==> config.mk <==
export PLATFORM = sky130hd
export DESIGN_NAME = ddr3_command_cke_decoder
export DESIGN_NICKNAME = d
export VERILOG_FILES = /design/src/core/ddr3_cmd_pkg.sv /design/src/core/ddr3_bank_tracker.sv /design/src/core/ddr3_burst_timer.sv /design/src/core/ddr3_command_cke_decoder.sv
export SDC_FILE = /design/constraint.sdc
export NUM_CORES = 1
export LEC_CHECK = 0
export BUFFER_PORTS_ARGS = -buffer_cell sky130_fd_sc_hd__buf_2
export CORE_UTILIZATION = 40
export CTS_BUF_LIST = sky130_fd_sc_hd__clkbuf_4 sky130_fd_sc_hd__clkbuf_8
export DETAILED_ROUTE_END_ITERATION = 8
export GPL_TIMING_DRIVEN = 0
export PLACE_DENSITY_LB_ADDON = 0.08
export SLEW_MARGIN = 20
export SYNTH_ARGS = -nofsm -noshare
export SYNTH_HDL_FRONTEND = slang
export SYNTH_SLANG_ARGS = --single-unit
export TNS_END_PERCENT = 50
==> constraint.sdc <==
create_clock -name i_mclk -period 3.68 [get_ports i_mclk]
set_input_delay 0.736 -clock i_mclk [delete_from_list [all_inputs] [get_ports i_mclk]]
set_output_delay 0.736 -clock i_mclk [all_outputs]
set_load 0.02 [all_outputs]
==> src/core/ddr3_cmd_pkg.sv <==
package ddr3_cmd_pkg;

  // ************************************************************
  // widths
  // ************************************************************
  // widths set by density
  localparam int BA_W   = 3;
  localparam int ROW_W  = 15;
  localparam int COL_W  = 10;
  localparam int NBANK  = 8;
  localparam int MRS_W  = 2;
  localparam int CNT_W  = 4;

  // ************************************************************
  // address bit roles
  // ************************************************************
  localparam int AP_BIT  = 10;
  localparam int OTF_BIT = 12;
  localparam int ZQ_BIT  = 10;
  localparam int BL_LSB  = 0;

  // burst-length field of mode register zero
  localparam logic [1:0] BL_FIX8 = 2'h0;
  localparam logic [1:0] BL_OTF  = 2'h1;
  localparam logic [1:0] BL_FIX4 = 2'h2;
  localparam logic [MRS_W-1:0] MR_ZERO = 2'h0;

  // {cs_n, ras_n, cas_n, we_n} pin patterns
  localparam logic [3:0] PIN_MRS = 4'h0;
  localparam logic [3:0] PIN_REF = 4'h1;
  localparam logic [3:0] PIN_PRE = 4'h2;
  localparam logic [3:0] PIN_ACT = 4'h3;
  localparam logic [3:0] PIN_WR  = 4'h4;
  localparam logic [3:0] PIN_RD  = 4'h5;
  localparam logic [3:0] PIN_ZQ  = 4'h6;
  localparam logic [3:0] PIN_NOP = 4'h7;

  // ************************************************************
  // timing
  // ************************************************************
  localparam int CLK_NS   = 50;
  localparam int EXIT_NS  = 24;
  localparam int EXIT_RAW = (EXIT_NS + CLK_NS - 1) / CLK_NS;
  localparam int EXIT_CYC = (EXIT_RAW < 1) ? 1 : EXIT_RAW;
  localparam int BL8_CYC  = 4;
  localparam int BC4_CYC  = 2;

  typedef enum logic [3:0] {
    cmd_none, cmd_mrs, cmd_ref, cmd_sre, cmd_srx, cmd_pre, cmd_prea,
    cmd_act, cmd_wr, cmd_rd, cmd_zqcl, cmd_zqcs, cmd_pde, cmd_pdx
  } cmd_e;

  typedef enum logic [1:0] {pw_active, pw_pd, pw_sr} pwr_e;

endpackage : ddr3_cmd_pkg

==> src/core/ddr3_bank_tracker.sv <==
`timescale 1ns/1ps
`default_nettype none
module ddr3_bank_tracker (
  input  wire logic                           i_mclk,
  input  wire logic                           i_rst,
  input  wire logic                           i_reset_n,
  input  wire logic                           i_act,
  input  wire logic                           i_pre,
  input  wire logic                           i_prea,
  input  wire logic [ddr3_cmd_pkg::BA_W-1:0]  i_bank,
  input  wire logic [ddr3_cmd_pkg::ROW_W-1:0] i_row,
  input  wire logic                           i_ap_done,
  input  wire logic [ddr3_cmd_pkg::BA_W-1:0]  i_ap_bank,
  output logic      [ddr3_cmd_pkg::NBANK-1:0] o_open,
  output logic      [ddr3_cmd_pkg::ROW_W-1:0] o_sel_row
);

  logic [ddr3_cmd_pkg::ROW_W-1:0] row_r [ddr3_cmd_pkg::NBANK];

  // ************************************************************
  // per-bank open row
  // ************************************************************
  for (genvar b = 0; b < ddr3_cmd_pkg::NBANK; b++)
  begin : g_bank
    logic hit;
    logic ap_hit;
    assign hit    = (i_bank == ddr3_cmd_pkg::BA_W'(b));
    assign ap_hit = i_ap_done && (i_ap_bank == ddr3_cmd_pkg::BA_W'(b));
    always_ff @(posedge i_mclk or negedge i_reset_n)
    begin
      if (!i_reset_n)
      begin
        o_open[b] <= 1'h0;
        row_r[b]  <= '0;
      end
      else if (i_rst)
        o_open[b] <= 1'h0;
      else if (i_act && hit)
      begin
        o_open[b] <= 1'h1;
        row_r[b]  <= i_row;
      end
      else if (i_prea || (i_pre && hit) || ap_hit)
        o_open[b] <= 1'h0;
    end
  end

  assign o_sel_row = row_r[i_bank];

endmodule : ddr3_bank_tracker
`default_nettype wire

==> src/core/ddr3_burst_timer.sv <==
`timescale 1ns/1ps
`default_nettype none
module ddr3_burst_timer (
  input  wire logic                          i_mclk,
  input  wire logic                          i_rst,
  input  wire logic                          i_reset_n,
  input  wire logic                          i_start,
  input  wire logic                          i_chop,
  input  wire logic                          i_ap,
  input  wire logic [ddr3_cmd_pkg::BA_W-1:0] i_bank,
  output logic                               o_busy,
  output logic                               o_ap_done,
  output logic      [ddr3_cmd_pkg::BA_W-1:0] o_ap_bank
);

  logic [ddr3_cmd_pkg::CNT_W-1:0] cnt_r;
  logic                           ap_r;
  logic                           last;

  assign last = o_busy && (cnt_r == ddr3_cmd_pkg::CNT_W'(1));

  always_ff @(posedge i_mclk or negedge i_reset_n)
  begin
    if (!i_reset_n)
    begin
      cnt_r     <= '0;
      o_busy    <= 1'h0;
      ap_r      <= 1'h0;
      o_ap_bank <= '0;
      o_ap_done <= 1'h0;
    end
    else if (i_rst)
    begin
      cnt_r     <= '0;
      o_busy    <= 1'h0;
      ap_r      <= 1'h0;
      o_ap_done <= 1'h0;
    end
    else
    begin
      o_ap_done <= last && ap_r;
      if (i_start && (!o_busy || last))
      begin
        cnt_r     <= i_chop ? ddr3_cmd_pkg::CNT_W'(ddr3_cmd_pkg::BC4_CYC)
                            : ddr3_cmd_pkg::CNT_W'(ddr3_cmd_pkg::BL8_CYC);
        o_busy    <= 1'h1;
        ap_r      <= i_ap;
        o_ap_bank <= i_bank;
      end
      else if (o_busy)
      begin
        cnt_r  <= cnt_r - ddr3_cmd_pkg::CNT_W'(1);
        o_busy <= !last;
      end
    end
  end

endmodule : ddr3_burst_timer
`default_nettype wire

==> src/core/ddr3_command_cke_decoder.sv <==
// Behaviour
// - commands decoded from cs, ras, cas, we, cke at each rising edge.
// - active-low reset pin clears all state without the clock.
// - termination input never affects decoding or cke states.
// - bank commands act on the bank named by bank address.
// - mode register set picks one of four registers by bank address.
// - valid fields driven by controller; don't-care fields ignored here.
// - address field widths follow density and configuration.
// - self-refresh exit needs only cke high, no running command clock; here cke is only sampled on a rising i_mclk edge.
// - started bursts always complete; later commands cannot cut them.
// - fixed or on-the-fly burst length comes from mode register zero.
// - no-operation registers nothing and leaves running work alone.
// - deselect behaves exactly like no-operation.
// - no refresh happens while powered down.
// - first long calibration is initial, later ones operational.
// - cke action chosen from state, cke previous and present edge.
// - idle means banks closed, no burst, cke high, exits elapsed.
// - address bit 10 on read or write requests auto precharge.
// - on-the-fly mode uses address bit 12: low chop, high full.
// - activate opens the row until that bank is precharged.
`timescale 1ns/1ps
`default_nettype none
module ddr3_command_cke_decoder (
  input  wire logic                           i_mclk,
  input  wire logic                           i_rst,
  input  wire logic                           i_reset_n,
  input  wire logic                           i_cke,
  input  wire logic                           i_cs_n,
  input  wire logic                           i_ras_n,
  input  wire logic                           i_cas_n,
  input  wire logic                           i_we_n,
  input  wire logic [ddr3_cmd_pkg::BA_W-1:0]  i_ba,
  input  wire logic [ddr3_cmd_pkg::ROW_W-1:0] i_addr,
  output logic      [3:0]                     o_cmd,
  output logic                                o_cmd_vld,
  output logic                                o_illegal,
  output logic      [ddr3_cmd_pkg::BA_W-1:0]  o_bank,
  output logic      [ddr3_cmd_pkg::ROW_W-1:0] o_row,
  output logic      [ddr3_cmd_pkg::COL_W-1:0] o_col,
  output logic                                o_auto_pre,
  output logic                                o_chop,
  output logic                                o_mr_wr,
  output logic      [ddr3_cmd_pkg::MRS_W-1:0] o_mr_sel,
  output logic      [ddr3_cmd_pkg::ROW_W-1:0] o_mr_data,
  output logic                                o_zq_init,
  output logic      [1:0]                     o_pwr_state,
  output logic                                o_active_pd,
  output logic                                o_idle,
  output logic      [ddr3_cmd_pkg::NBANK-1:0] o_bank_open,
  output logic                                o_burst_busy
);

  // ************************************************************
  // decode
  // ************************************************************
  ddr3_cmd_pkg::pwr_e   pwr_r;
  ddr3_cmd_pkg::cmd_e   cmd_nxt;
  logic                 illegal_nxt;
  logic                 cke_prev_r;
  logic [1:0]           mr0_bl_r;
  logic                 zq_done_r;
  logic [ddr3_cmd_pkg::CNT_W-1:0] exit_cnt_r;
  logic [3:0]           pins;
  logic                 nop_des;
  logic                 banks_idle;
  logic                 chop_nxt;
  logic                 rw_ok;
  logic                 ap_done;
  logic [ddr3_cmd_pkg::BA_W-1:0]  ap_bank;
  logic [ddr3_cmd_pkg::ROW_W-1:0] sel_row;

  // termination pin is not an input at all
  assign pins       = {i_cs_n, i_ras_n, i_cas_n, i_we_n};
  assign nop_des    = i_cs_n || (pins == ddr3_cmd_pkg::PIN_NOP);
  assign banks_idle = (o_bank_open == '0) && !o_burst_busy;
  // a new burst may only start once the current one has ended
  assign rw_ok      = !o_burst_busy;

  // burst length from mode register zero
  // address bit 12 picks chop on the fly
  always_comb
  begin
    chop_nxt = 1'h0;
    unique case (mr0_bl_r)
      ddr3_cmd_pkg::BL_FIX4: chop_nxt = 1'h1;
      ddr3_cmd_pkg::BL_OTF:  chop_nxt = !i_addr[ddr3_cmd_pkg::OTF_BIT];
      default:               chop_nxt = 1'h0;
    endcase
  end

  // state plus cke at n-1 and n
  always_comb
  begin
    cmd_nxt     = ddr3_cmd_pkg::cmd_none;
    illegal_nxt = 1'h0;
    unique case (pwr_r)
      ddr3_cmd_pkg::pw_active:
      begin
        if (cke_prev_r && i_cke && !i_cs_n)
        begin
          unique case (pins)
            ddr3_cmd_pkg::PIN_MRS: cmd_nxt = ddr3_cmd_pkg::cmd_mrs;
            ddr3_cmd_pkg::PIN_REF: cmd_nxt = ddr3_cmd_pkg::cmd_ref;
            ddr3_cmd_pkg::PIN_PRE:
              cmd_nxt = i_addr[ddr3_cmd_pkg::AP_BIT]
                        ? ddr3_cmd_pkg::cmd_prea : ddr3_cmd_pkg::cmd_pre;
            ddr3_cmd_pkg::PIN_ACT: cmd_nxt = ddr3_cmd_pkg::cmd_act;
            ddr3_cmd_pkg::PIN_WR:
            begin
              if (rw_ok)
                cmd_nxt = ddr3_cmd_pkg::cmd_wr;
              else
                illegal_nxt = 1'h1;
            end
            ddr3_cmd_pkg::PIN_RD:
            begin
              if (rw_ok)
                cmd_nxt = ddr3_cmd_pkg::cmd_rd;
              else
                illegal_nxt = 1'h1;
            end
            ddr3_cmd_pkg::PIN_ZQ:
              cmd_nxt = i_addr[ddr3_cmd_pkg::ZQ_BIT]
                        ? ddr3_cmd_pkg::cmd_zqcl : ddr3_cmd_pkg::cmd_zqcs;
            default: cmd_nxt = ddr3_cmd_pkg::cmd_none;
          endcase
        end
        else if (cke_prev_r && !i_cke)
        begin
          if (!i_cs_n && pins == ddr3_cmd_pkg::PIN_REF && banks_idle)
            cmd_nxt = ddr3_cmd_pkg::cmd_sre;
          else if (nop_des)
            cmd_nxt = ddr3_cmd_pkg::cmd_pde;
          else
            // only legal commands with a transition
            illegal_nxt = 1'h1;
        end
      end
      ddr3_cmd_pkg::pw_pd:
      begin
        // exit on rising cke with nop
        if (!cke_prev_r && i_cke)
        begin
          if (nop_des)
            cmd_nxt = ddr3_cmd_pkg::cmd_pdx;
          else
            illegal_nxt = 1'h1;
        end
      end
      ddr3_cmd_pkg::pw_sr:
      begin
        // exit needs nothing but cke high
        if (i_cke)
          cmd_nxt = ddr3_cmd_pkg::cmd_srx;
      end
      default: illegal_nxt = 1'h1;
    endcase
  end

  // ************************************************************
  // power state
  // ************************************************************
  always_ff @(posedge i_mclk or negedge i_reset_n)
  begin
    // pin reset acts without the clock
    if (!i_reset_n)
    begin
      pwr_r       <= ddr3_cmd_pkg::pw_active;
      cke_prev_r  <= 1'h0;
      o_active_pd <= 1'h0;
    end
    else if (i_rst)
    begin
      pwr_r       <= ddr3_cmd_pkg::pw_active;
      cke_prev_r  <= 1'h0;
      o_active_pd <= 1'h0;
    end
    else
    begin
      cke_prev_r <= i_cke;
      unique case (cmd_nxt)
        ddr3_cmd_pkg::cmd_sre: pwr_r <= ddr3_cmd_pkg::pw_sr;
        ddr3_cmd_pkg::cmd_pde:
        begin
          pwr_r       <= ddr3_cmd_pkg::pw_pd;
          o_active_pd <= !banks_idle;
        end
        ddr3_cmd_pkg::cmd_pdx,
        ddr3_cmd_pkg::cmd_srx:
        begin
          pwr_r       <= ddr3_cmd_pkg::pw_active;
          o_active_pd <= 1'h0;
        end
        default: pwr_r <= pwr_r;
      endcase
    end
  end

  // ************************************************************
  // exit wait and idle
  // ************************************************************
  always_ff @(posedge i_mclk or negedge i_reset_n)
  begin
    if (!i_reset_n)
    begin
      exit_cnt_r <= '0;
      o_idle     <= 1'h0;
    end
    else if (i_rst)
    begin
      exit_cnt_r <= '0;
      o_idle     <= 1'h0;
    end
    else
    begin
      if (cmd_nxt == ddr3_cmd_pkg::cmd_pdx ||
          cmd_nxt == ddr3_cmd_pkg::cmd_srx)
        exit_cnt_r <= ddr3_cmd_pkg::CNT_W'(ddr3_cmd_pkg::EXIT_CYC);
      else if (exit_cnt_r != '0)
        exit_cnt_r <= exit_cnt_r - ddr3_cmd_pkg::CNT_W'(1);
      // idle needs every condition at once
      o_idle <= banks_idle && i_cke && (exit_cnt_r == '0) &&
                (pwr_r == ddr3_cmd_pkg::pw_active);
    end
  end

  // ************************************************************
  // mode register and calibration
  // ************************************************************
  always_ff @(posedge i_mclk or negedge i_reset_n)
  begin
    if (!i_reset_n)
    begin
      mr0_bl_r  <= ddr3_cmd_pkg::BL_FIX8;
      zq_done_r <= 1'h0;
    end
    else if (i_rst)
    begin
      mr0_bl_r  <= ddr3_cmd_pkg::BL_FIX8;
      zq_done_r <= 1'h0;
    end
    else
    begin
      if (cmd_nxt == ddr3_cmd_pkg::cmd_mrs &&
          i_ba[ddr3_cmd_pkg::MRS_W-1:0] == ddr3_cmd_pkg::MR_ZERO)
        mr0_bl_r <= i_addr[ddr3_cmd_pkg::BL_LSB +: 2];
      // only the first long one is initial
      if (cmd_nxt == ddr3_cmd_pkg::cmd_zqcl)
        zq_done_r <= 1'h1;
    end
  end

  // ************************************************************
  // registered command outputs
  // ************************************************************
  always_ff @(posedge i_mclk or negedge i_reset_n)
  begin
    if (!i_reset_n)
    begin
      o_cmd      <= 4'h0;
      o_cmd_vld  <= 1'h0;
      o_illegal  <= 1'h0;
      o_bank     <= '0;
      o_row      <= '0;
      o_col      <= '0;
      o_auto_pre <= 1'h0;
      o_chop     <= 1'h0;
      o_mr_wr    <= 1'h0;
      o_mr_sel   <= '0;
      o_mr_data  <= '0;
      o_zq_init  <= 1'h0;
    end
    else if (i_rst)
    begin
      o_cmd_vld <= 1'h0;
      o_illegal <= 1'h0;
      o_mr_wr   <= 1'h0;
    end
    else
    begin
      o_cmd     <= cmd_nxt;
      o_cmd_vld <= (cmd_nxt != ddr3_cmd_pkg::cmd_none);
      o_illegal <= illegal_nxt;
      o_mr_wr   <= (cmd_nxt == ddr3_cmd_pkg::cmd_mrs);
      if (cmd_nxt != ddr3_cmd_pkg::cmd_none)
      begin
        o_bank     <= i_ba;
        o_auto_pre <= i_addr[ddr3_cmd_pkg::AP_BIT];
        o_chop     <= chop_nxt;
        o_col      <= i_addr[ddr3_cmd_pkg::COL_W-1:0];
        o_row      <= (cmd_nxt == ddr3_cmd_pkg::cmd_act) ? i_addr : sel_row;
        o_zq_init  <= (cmd_nxt == ddr3_cmd_pkg::cmd_zqcl) && !zq_done_r;
      end
      if (cmd_nxt == ddr3_cmd_pkg::cmd_mrs)
      begin
        o_mr_sel  <= i_ba[ddr3_cmd_pkg::MRS_W-1:0];
        o_mr_data <= i_addr;
      end
    end
  end

  always_ff @(posedge i_mclk or negedge i_reset_n)
  begin
    if (!i_reset_n)
      o_pwr_state <= 2'h0;
    else
      o_pwr_state <= pwr_r;
  end

  // ************************************************************
  // banks and bursts
  // ************************************************************
  ddr3_bank_tracker u_banks (
    .i_mclk    (i_mclk),
    .i_rst     (i_rst),
    .i_reset_n (i_reset_n),
    .i_act     (cmd_nxt == ddr3_cmd_pkg::cmd_act),
    .i_pre     (cmd_nxt == ddr3_cmd_pkg::cmd_pre),
    .i_prea    (cmd_nxt == ddr3_cmd_pkg::cmd_prea),
    .i_bank    (i_ba),
    .i_row     (i_addr),
    .i_ap_done (ap_done),
    .i_ap_bank (ap_bank),
    .o_open    (o_bank_open),
    .o_sel_row (sel_row)
  );

  // auto precharge travels with the burst
  ddr3_burst_timer u_burst (
    .i_mclk    (i_mclk),
    .i_rst     (i_rst),
    .i_reset_n (i_reset_n),
    .i_start   (cmd_nxt == ddr3_cmd_pkg::cmd_wr ||
                cmd_nxt == ddr3_cmd_pkg::cmd_rd),
    .i_chop    (chop_nxt),
    .i_ap      (i_addr[ddr3_cmd_pkg::AP_BIT]),
    .i_bank    (i_ba),
    .o_busy    (o_burst_busy),
    .o_ap_done (ap_done),
    .o_ap_bank (ap_bank)
  );
endmodule : ddr3_command_cke_decoder
`default_nettype wire

* Word level (Yosys, flattened, before mapping)
Cells that the tools add are included.
Storage, ports and cells: register bits 207, bits in latches 0, memory bits (writable) 0, bits in read-only memories 0, input bits 26, output and inout port bits 68, word-level logic and storage cells 263, memories 0
Operators by class: add/sub/neg operators 2, multipliers 0, divide/modulo/power cells 0, order comparisons 1, eq/ne operators 37, shift operators 0, mux-type cells 76, bitwise logic cells 2, reductions and logical operators 104
Operators with widths (number):
- $mux W4 | 14
- $mux W1 | 46
- $bmux W15 S3 | 1
- $mux W15 | 3
- $logic_and A1 B1 Y1 | 39
- $reduce_bool A3 Y1 | 11
- $eq A4 B3 Y1 const B | 8
- $pmux W4 S7 | 1
- $eq A3 B3 Y1 const B | 8
- $reduce_and A2 Y1 | 11
- $eq A4 B4 Y1 const B | 5
- $logic_or A1 B1 Y1 | 20
- $eq A3 B2 Y1 const B | 4
- $eq A4 B1 Y1 const B | 3
- $eq A4 B2 Y1 const B | 3
- $pmux W4 S3 | 1
- $reduce_bool A4 Y1 | 3
- $logic_not A1 Y1 | 8
- $logic_not A4 Y1 | 2
- $logic_not A8 Y1 | 1
- $mux W2 | 4
- $sub A4 B1 Y4 const B | 2
- $eq A3 B1 Y1 const B | 2
- $logic_not A3 Y1 | 2
- 12 further kinds | 20

* Longest topological paths before layout
word-level depth 14, gate-level depth with buffers 9, mapped depth without buffers 6

* Hierarchy
From an unflattened synthesis, not the netlist that was laid out.
Second synthesis, totals: cell total of the unflattened synthesis 698, area total of the unflattened synthesis 9771.9 µm²
Modules (own cells, without submodules):
- ddr3_bank_tracker | times used 1, cells an instance 382, area an instance 5858.1 µm², seq. area each 3203.1 µm²
- ddr3_command_cke_decoder | times used 1, cells an instance 275, area an instance 3423.3 µm², seq. area each 1726.7 µm²
- ddr3_burst_timer | times used 1, cells an instance 41, area an instance 490.5 µm², seq. area each 250.2 µm²

* Worst setup path before layout
OpenSTA, ideal clock, no wires.
kind input to register, start point in i_ras_n, end point reg u_banks.row_r[70] (netlist bit), setup time 0.128 ns, arrival 3.148 ns, data required time 3.552 ns, slack 0.404 ns, cell stages on the path 9, path buffers 3, cells stage by stage buf_6 -> or4b_4 -> or3_4 -> o22ai_4 -> nand3_4 -> buf_6 -> nor4_4 -> buf_4 -> mux2_1
Between the ends: longest elaborated chain between the ends 10, elaborated cells on any way between the ends 22, those cells by class eq/ne: 8; mux: 8; reduce/logical: 6
Ends and longest elaborated chain:
- from (decl) | line ddr3_command_cke_decoder.sv:29 | input wire logic i_ras_n,
- $eq A4 B3 Y1 or $eq A4 B1 Y1 (tied branches) | line ddr3_command_cke_decoder.sv:74, ddr3_command_cke_decoder.sv:101, ddr3_command_cke_decoder.sv:130
- $logic_or A1 B1 Y1 or $logic_and A1 B1 Y1 (tied branches) | line ddr3_command_cke_decoder.sv:74, ddr3_command_cke_decoder.sv:130
- $mux W4 or $logic_and A1 B1 Y1 (tied branches) | line ddr3_command_cke_decoder.sv:132, ddr3_command_cke_decoder.sv:130
- $mux W4 | line ddr3_command_cke_decoder.sv:130 | if (!i_cs_n && pins == ddr3_cmd_pkg::PIN_REF && banks_idle)
- $mux W4 | line ddr3_command_cke_decoder.sv:128 | else if (cke_prev_r && !i_cke)
- $mux W4 | line ddr3_command_cke_decoder.sv:99 | if (cke_prev_r && i_cke && !i_cs_n)
- $pmux W4 S3 * | line ddr3_command_cke_decoder.sv:96 | unique case (pwr_r)
- $eq A4 B3 Y1 * | line ddr3_command_cke_decoder.sv:317 | .i_act (cmd_nxt == ddr3_cmd_pkg::cmd_act),
- $logic_and A1 B1 Y1 * | line ddr3_bank_tracker.sv:38 | else if (i_act && hit)
- $reduce_and A2 Y1 (no source line) *
- to (signal, indexed assignment) | line ddr3_bank_tracker.sv:41 | row_r[b] <= i_row;
- to (decl) | line ddr3_bank_tracker.sv:18 | logic [ddr3_cmd_pkg::ROW_W-1:0] row_r [ddr3_cmd_pkg::NBANK];
Mark *: on every way between the ends. The rest lies on a longest branch, timed or not. A chain may end at the register's enable or synchronous reset.

* Final worst setup path
start point reg u_burst.o_busy, end point reg o_mr_data[7] (netlist bit)
Between the ends: longest elaborated chain between the ends 9, elaborated cells on any way between the ends 12, those cells by class eq/ne: 1; mux: 7; reduce/logical: 4
Ends and longest elaborated chain:
- from (decl) | line ddr3_burst_timer.sv:11 | output logic o_busy,
- from (signal assigned) | line ddr3_burst_timer.sv:53 | o_busy <= !last;
- $logic_not A1 Y1 | line ddr3_command_cke_decoder.sv:75 | assign banks_idle = (o_bank_open == '0) && !o_burst_busy;
- $logic_and A1 B1 Y1 | line ddr3_command_cke_decoder.sv:75
- $logic_and A1 B1 Y1 | line ddr3_command_cke_decoder.sv:130
- $mux W4 | line ddr3_command_cke_decoder.sv:130
- $mux W4 | line ddr3_command_cke_decoder.sv:128
- $mux W4 * | line ddr3_command_cke_decoder.sv:99
- $pmux W4 S3 * | line ddr3_command_cke_decoder.sv:96
- $eq A4 B1 Y1 * | line ddr3_command_cke_decoder.sv:294 | if (cmd_nxt == ddr3_cmd_pkg::cmd_mrs)
- $reduce_and A2 Y1 (no source line) *
- to (signal assigned) | line ddr3_command_cke_decoder.sv:297 | o_mr_data <= i_addr;
- to (decl) | line ddr3_command_cke_decoder.sv:44 | output logic [ddr3_cmd_pkg::ROW_W-1:0] o_mr_data,
Marks and branches as above.

==> impl.org <==
** Outcome
- The flow ran to the end, and the final reports show no timing, DRC or antenna violations.

** Placement
- Once detailed placement completed, the half-perimeter wirelength came to 16100 µm.
- At the end of routability-driven placement, the weighted congestion stood at 0.8331.
- Number of placed instances with taps included :: 1096
- Placed inst area :: 0.01047 mm²
- Buffers placed on the I/O ports in this run total 86.
- DP Worst Slack :: -0.3026 ns

** Timing
- Timing would allow up to 286.0 MHz.
- Subtracting the final worst setup slack from the clock period gives 3.496 ns.
- Final hold violation count :: 0
- Max-slew violation count :: 0
- In this run the tightest slew margin relative to its limit is 0.2752.
- Actual transition at the worst max-transition pin :: 1.087 ns
- Setup repair after global routing left no endpoint under its margin.
- Clock skew after layout :: 0.01414 ns
- Final worst-path cycle share :: 0.9500
- Across all setup checks in the final design, the least slack found is 0.1840 ns.
- Setup violations remaining at the end of the flow were counted as 0.

** Final layout
- Share of cells above drive strength 1 :: 0.4406
- From synthesis to final layout, the design area changed by 17.80%.
- Non-filler cells in the finished layout :: 1161
- At the end of the flow, the number of nets in the layout was 848.
- Fill cell instance count of the final layout :: 2111
- Number of diodes added for antenna fixing :: 0
- Finished layout cell area :: 0.01128 mm²
- For this run, the share of the core covered by cells in the final layout is 0.4804.

** Power and ir drop
- Power Dens Cells :: 497.9 mW/mm²
- Of the total power, the clock network draws 0.403.
- Proportion of power drawn by flip-flops and latches :: 0.455
- The analysis attributes to net switching a power of 1526 µW.
- Sw Share :: 0.2718
- The analysis attributes to cell leakage a power of 0.005570 µW.
- Internal power comes to 4088 µW.
- VDD sags by at most 252.3 µV.
- The share of total power dissipated in combinational logic is 0.142.

** Yosys
- Counting every net in the synthesized netlist gives 720.
- The netlist uses 54 different library cells.
- Cells after Synth :: 689
- Averaged over all synthesized cells, the footprint is 13.89 µm².
- Counting flops with a built-in enable in the synthesized netlist gives 0.
- Primary flip-flop cell chosen by synthesis mapping :: dfrtp_1
- The mapped netlist covers 0.009572 mm².
- The synthesized design contains 207 register bits.
- Warnings from Yosys :: 0
- Synth async-reset ratio :: 1.000
- For this run, the register share of the synthesized area comes to 0.5412.

** CTS
- TritonCTS built the clock tree.
- Clock-pin slew was measured on the worst setup and hold paths at 0.07 ns.
- Clock latency on the worst-skew pair, taken at its later pin, is 0.53 ns.
- The clock drives 207 sinks.
- The number of clock buffers added by TritonCTS is 38.
- In this run the number of H-tree levels came out at 2.
- Maximum clock insertion buffer count :: 3
- Post-CTS timing repair inserted 0 buffers for setup.
- For this design, the CTS-stage hold fixing added 0 buffers.
- In this run the clock root is driven by a clkbuf_8.

** Floorplan
- The floorplan step set the die height to 156.7 µm.
- The die is 156.7 µm wide.
- Starting Density :: 0.4078
- The floorplan has 56 rows.
- Count of boundary I/O pins :: 94
- Core Area :: 0.02347 mm²
- Die Footprint :: 0.02455 mm²

** Worst setup path
- Gate family responsible for the most delay along the worst path :: simple AND/OR/NAND/NOR gates
- STA puts the critical path data arrival time at 3.90 ns.
- Measured in cells, the most critical reg-to-reg path has a length of 8.
- By startpoint and endpoint, the worst setup path is classified as reg2reg.
- Largest fanout on the critical path :: 10
- The worst setup path is captured at a register.
- The largest individual stage delay along the critical path comes from the cell nand3_1.
- Number of logic stages on the critical path including buffering :: 8
- STA puts the critical path data required time at 4.09 ns.
- The largest single stage delay on the critical path is 0.60 ns.
- The signal on the critical path passes through clkbuf_1 > nor4b_1 > nor3_1 > nor2_1 > nor3_1 > nand3_1 > buf_2 > mux2_2.
- Crit path launch type :: register
- The number of buffers and inverters on the critical path is 2.
- By instance count, the cell type seen most on the critical path is nor3_1.

** Route
- For this run, design rule violations remaining after detail routing come to 0.
- Post-detailed-route via-to-cell ratio :: 5.336
- Detailed routing inserted a total of 6195 vias.
- WL per Instance :: 20.77 µm
- The detailed router finished its first iteration with 305 violations.
- Final routed wirelength across all metal layers :: 24120 µm
- The first detailed-routing pass took 4 iterations.
- Antenna-violating nets left :: 0

** GRT
- The initial antenna violation count came to 0.
- M3 GR Usage :: 0.04292
- Met1 Usage GRT :: 0.2797
- Overall routing resource usage :: 0.2081
- In this run the most used layer during global routing was met2.
- Pin count of the biggest net entering global routing :: 82
- The first global-routing pass estimated 38210 µm of wire.
- Summed over all layers, the global routing overflow is 0.
- In the global route stage, met2 resource usage came out at 0.3363.
- Vias in the first global route :: 6570

** Min path
- Class of the tightest hold or removal check :: in2async

** Run
- Max capacitance violation total :: 0
logic make-up after synthesis:
| kind of cell | share of synthesized area |
|---|---|
| muxes | 0.2956 |
| DFF | 0.5412 |
| and+or+nand+nor | 0.08039 |
| buffers and inverters | 0.03176 |
| AOI/OAI and AO/OA | 0.04000 |
| xor gates and xnor gates | 0.004575 |
| adders and majority gates | 0.006536 |
power by group through the flow:
stage	Sequential [µW]	Combinational (µW)	Clock, µW
final	2550	800	2260
after global routing	2570	872	2430
after CTS	2550	812	2340
after detailed placement	2590	810	0
after global placement	2580	785	0
after floorplan	2740	346	0
per-layer routing:
metal / share of wire / wire length, µm / vias up
met1: 0.46 / 11190 / 3242
li1: - / - / 2772
met3: 0.040 / 975 / 40
met5: 0 / 0 / -
met4: 0.019 / 461 / 0
met2: 0.48 / 11500 / 141
cell type report:
class / instances / area (µm²) / area share
Inverter: 14 / 52.55 / 0.004660
Clock inverter: 4 / 28.78 / 0.002552
Timing Repair Buffer: 88 / 495.5 / 0.04394
Buffer: 52 / 256.5 / 0.02275
Sequential cell: 207 / 5180 / 0.4594
Clock buffer: 61 / 770.7 / 0.06835
Multi-Input combinational cell: 416 / 4093 / 0.3630
Tap cell: 319 / 399.1 / 0.03540
per-stage QoR:
step / total power (µW) / hold slack, ns / TNS (ns)
floorplan: 3084 / 0.3487 / 0
global placement: 3365 / 0.3650 / -314.11
detailed placement: 3399 / 0.3750 / -10.47
CTS: 5707 / 0.1373 / 0
global route: 5880 / 0.1689 / 0
finish: 5614 / 0.1336 / 0
path summary, 6_finish.rpt:
check	end	start	slack, ns
max	o_mr_data[7]	u_burst.o_busy	0.18
min	o_illegal	i_reset_n	0.13
min reg2reg	o_pwr_state[1]	pwr_r[1]	0.39
max reg2reg	o_mr_data[7]	u_burst.o_busy	0.18
max in group asynchronous	u_banks.row_r[75]	i_reset_n	2.77
min in group i_mclk	o_pwr_state[1]	pwr_r[1]	0.39
cells in the mapped netlist (2+ instances only):
cell	instances	area, µm²
dfrtp_1	207	5180
mux2_2	144	1622
nand2_1	37	138.9
mux4_2	30	675.7
clkbuf_1	29	108.9
o21ai_0	22	110.1
mux2_1	21	236.5
nor2_1	21	78.83
mux2i_1	16	160.2
inv_1	13	48.80
nor3_1	12	60.06
a21oi_1	10	50.05
buf_2	9	45.04
mux2_4	9	135.1
nand2b_1	9	56.30
nand3_1	9	45.04
o2111ai_1	7	61.31
buf_1	6	22.52
ha_1	5	62.56
a211oi_1	4	30.03
a31oi_1	4	25.02
buf_4	4	30.03
buf_6	4	45.04
nand3b_1	4	30.03
nand4_1	4	25.02
or3_1	4	25.02
xnor2_1	4	35.03
nand4b_1	3	26.28
nor2b_1	3	18.77
nor4_4	3	63.81
nor4bb_1	3	30.03
and3b_1	2	17.52
nor3_4	2	32.53
nor3b_1	2	15.01
nor4b_1	2	17.52
o21a_1	2	15.01
o41ai_1	2	17.52
flip-flops by register name, indices dropped and copies added, names as in the netlist, 2 cells and up:
register           count
u_banks.row_r        120
o_mr_data             15
o_row                 15
o_col                 10
u_banks.o_open         8
exit_cnt_r             4
o_cmd                  4
u_burst.cnt_r          4
o_bank                 3
u_burst.o_ap_bank      3
mr0_bl_r               2
o_mr_sel               2
o_pwr_state            2
pwr_r                  2
cells in the final DEF (no fill, tap or decap), types with 11 or more instances in the layout:
cell	synthesis	layout
dfrtp_1	207	207
nor2_1	21	21
inv_1	13	13
o21ai_0	22	21
buf_2	9	94
clkbuf_8	0	50
mux4_2	30	30
mux2i_1	16	16
mux2_1	21	21
nand2_1	37	37
mux2_2	144	144
nor3_1	12	12
clkbuf_1	29	26
clkbuf_4	0	11
timing repair:
item | in CTS | in global routing
gates cloned | 0 | 0
setup endpoints to repair | 9 | 33
pin swaps | 0 | 0
gates resized for setup | 2 | 6
No activity file was read; power rests on OpenSTA's default activity.
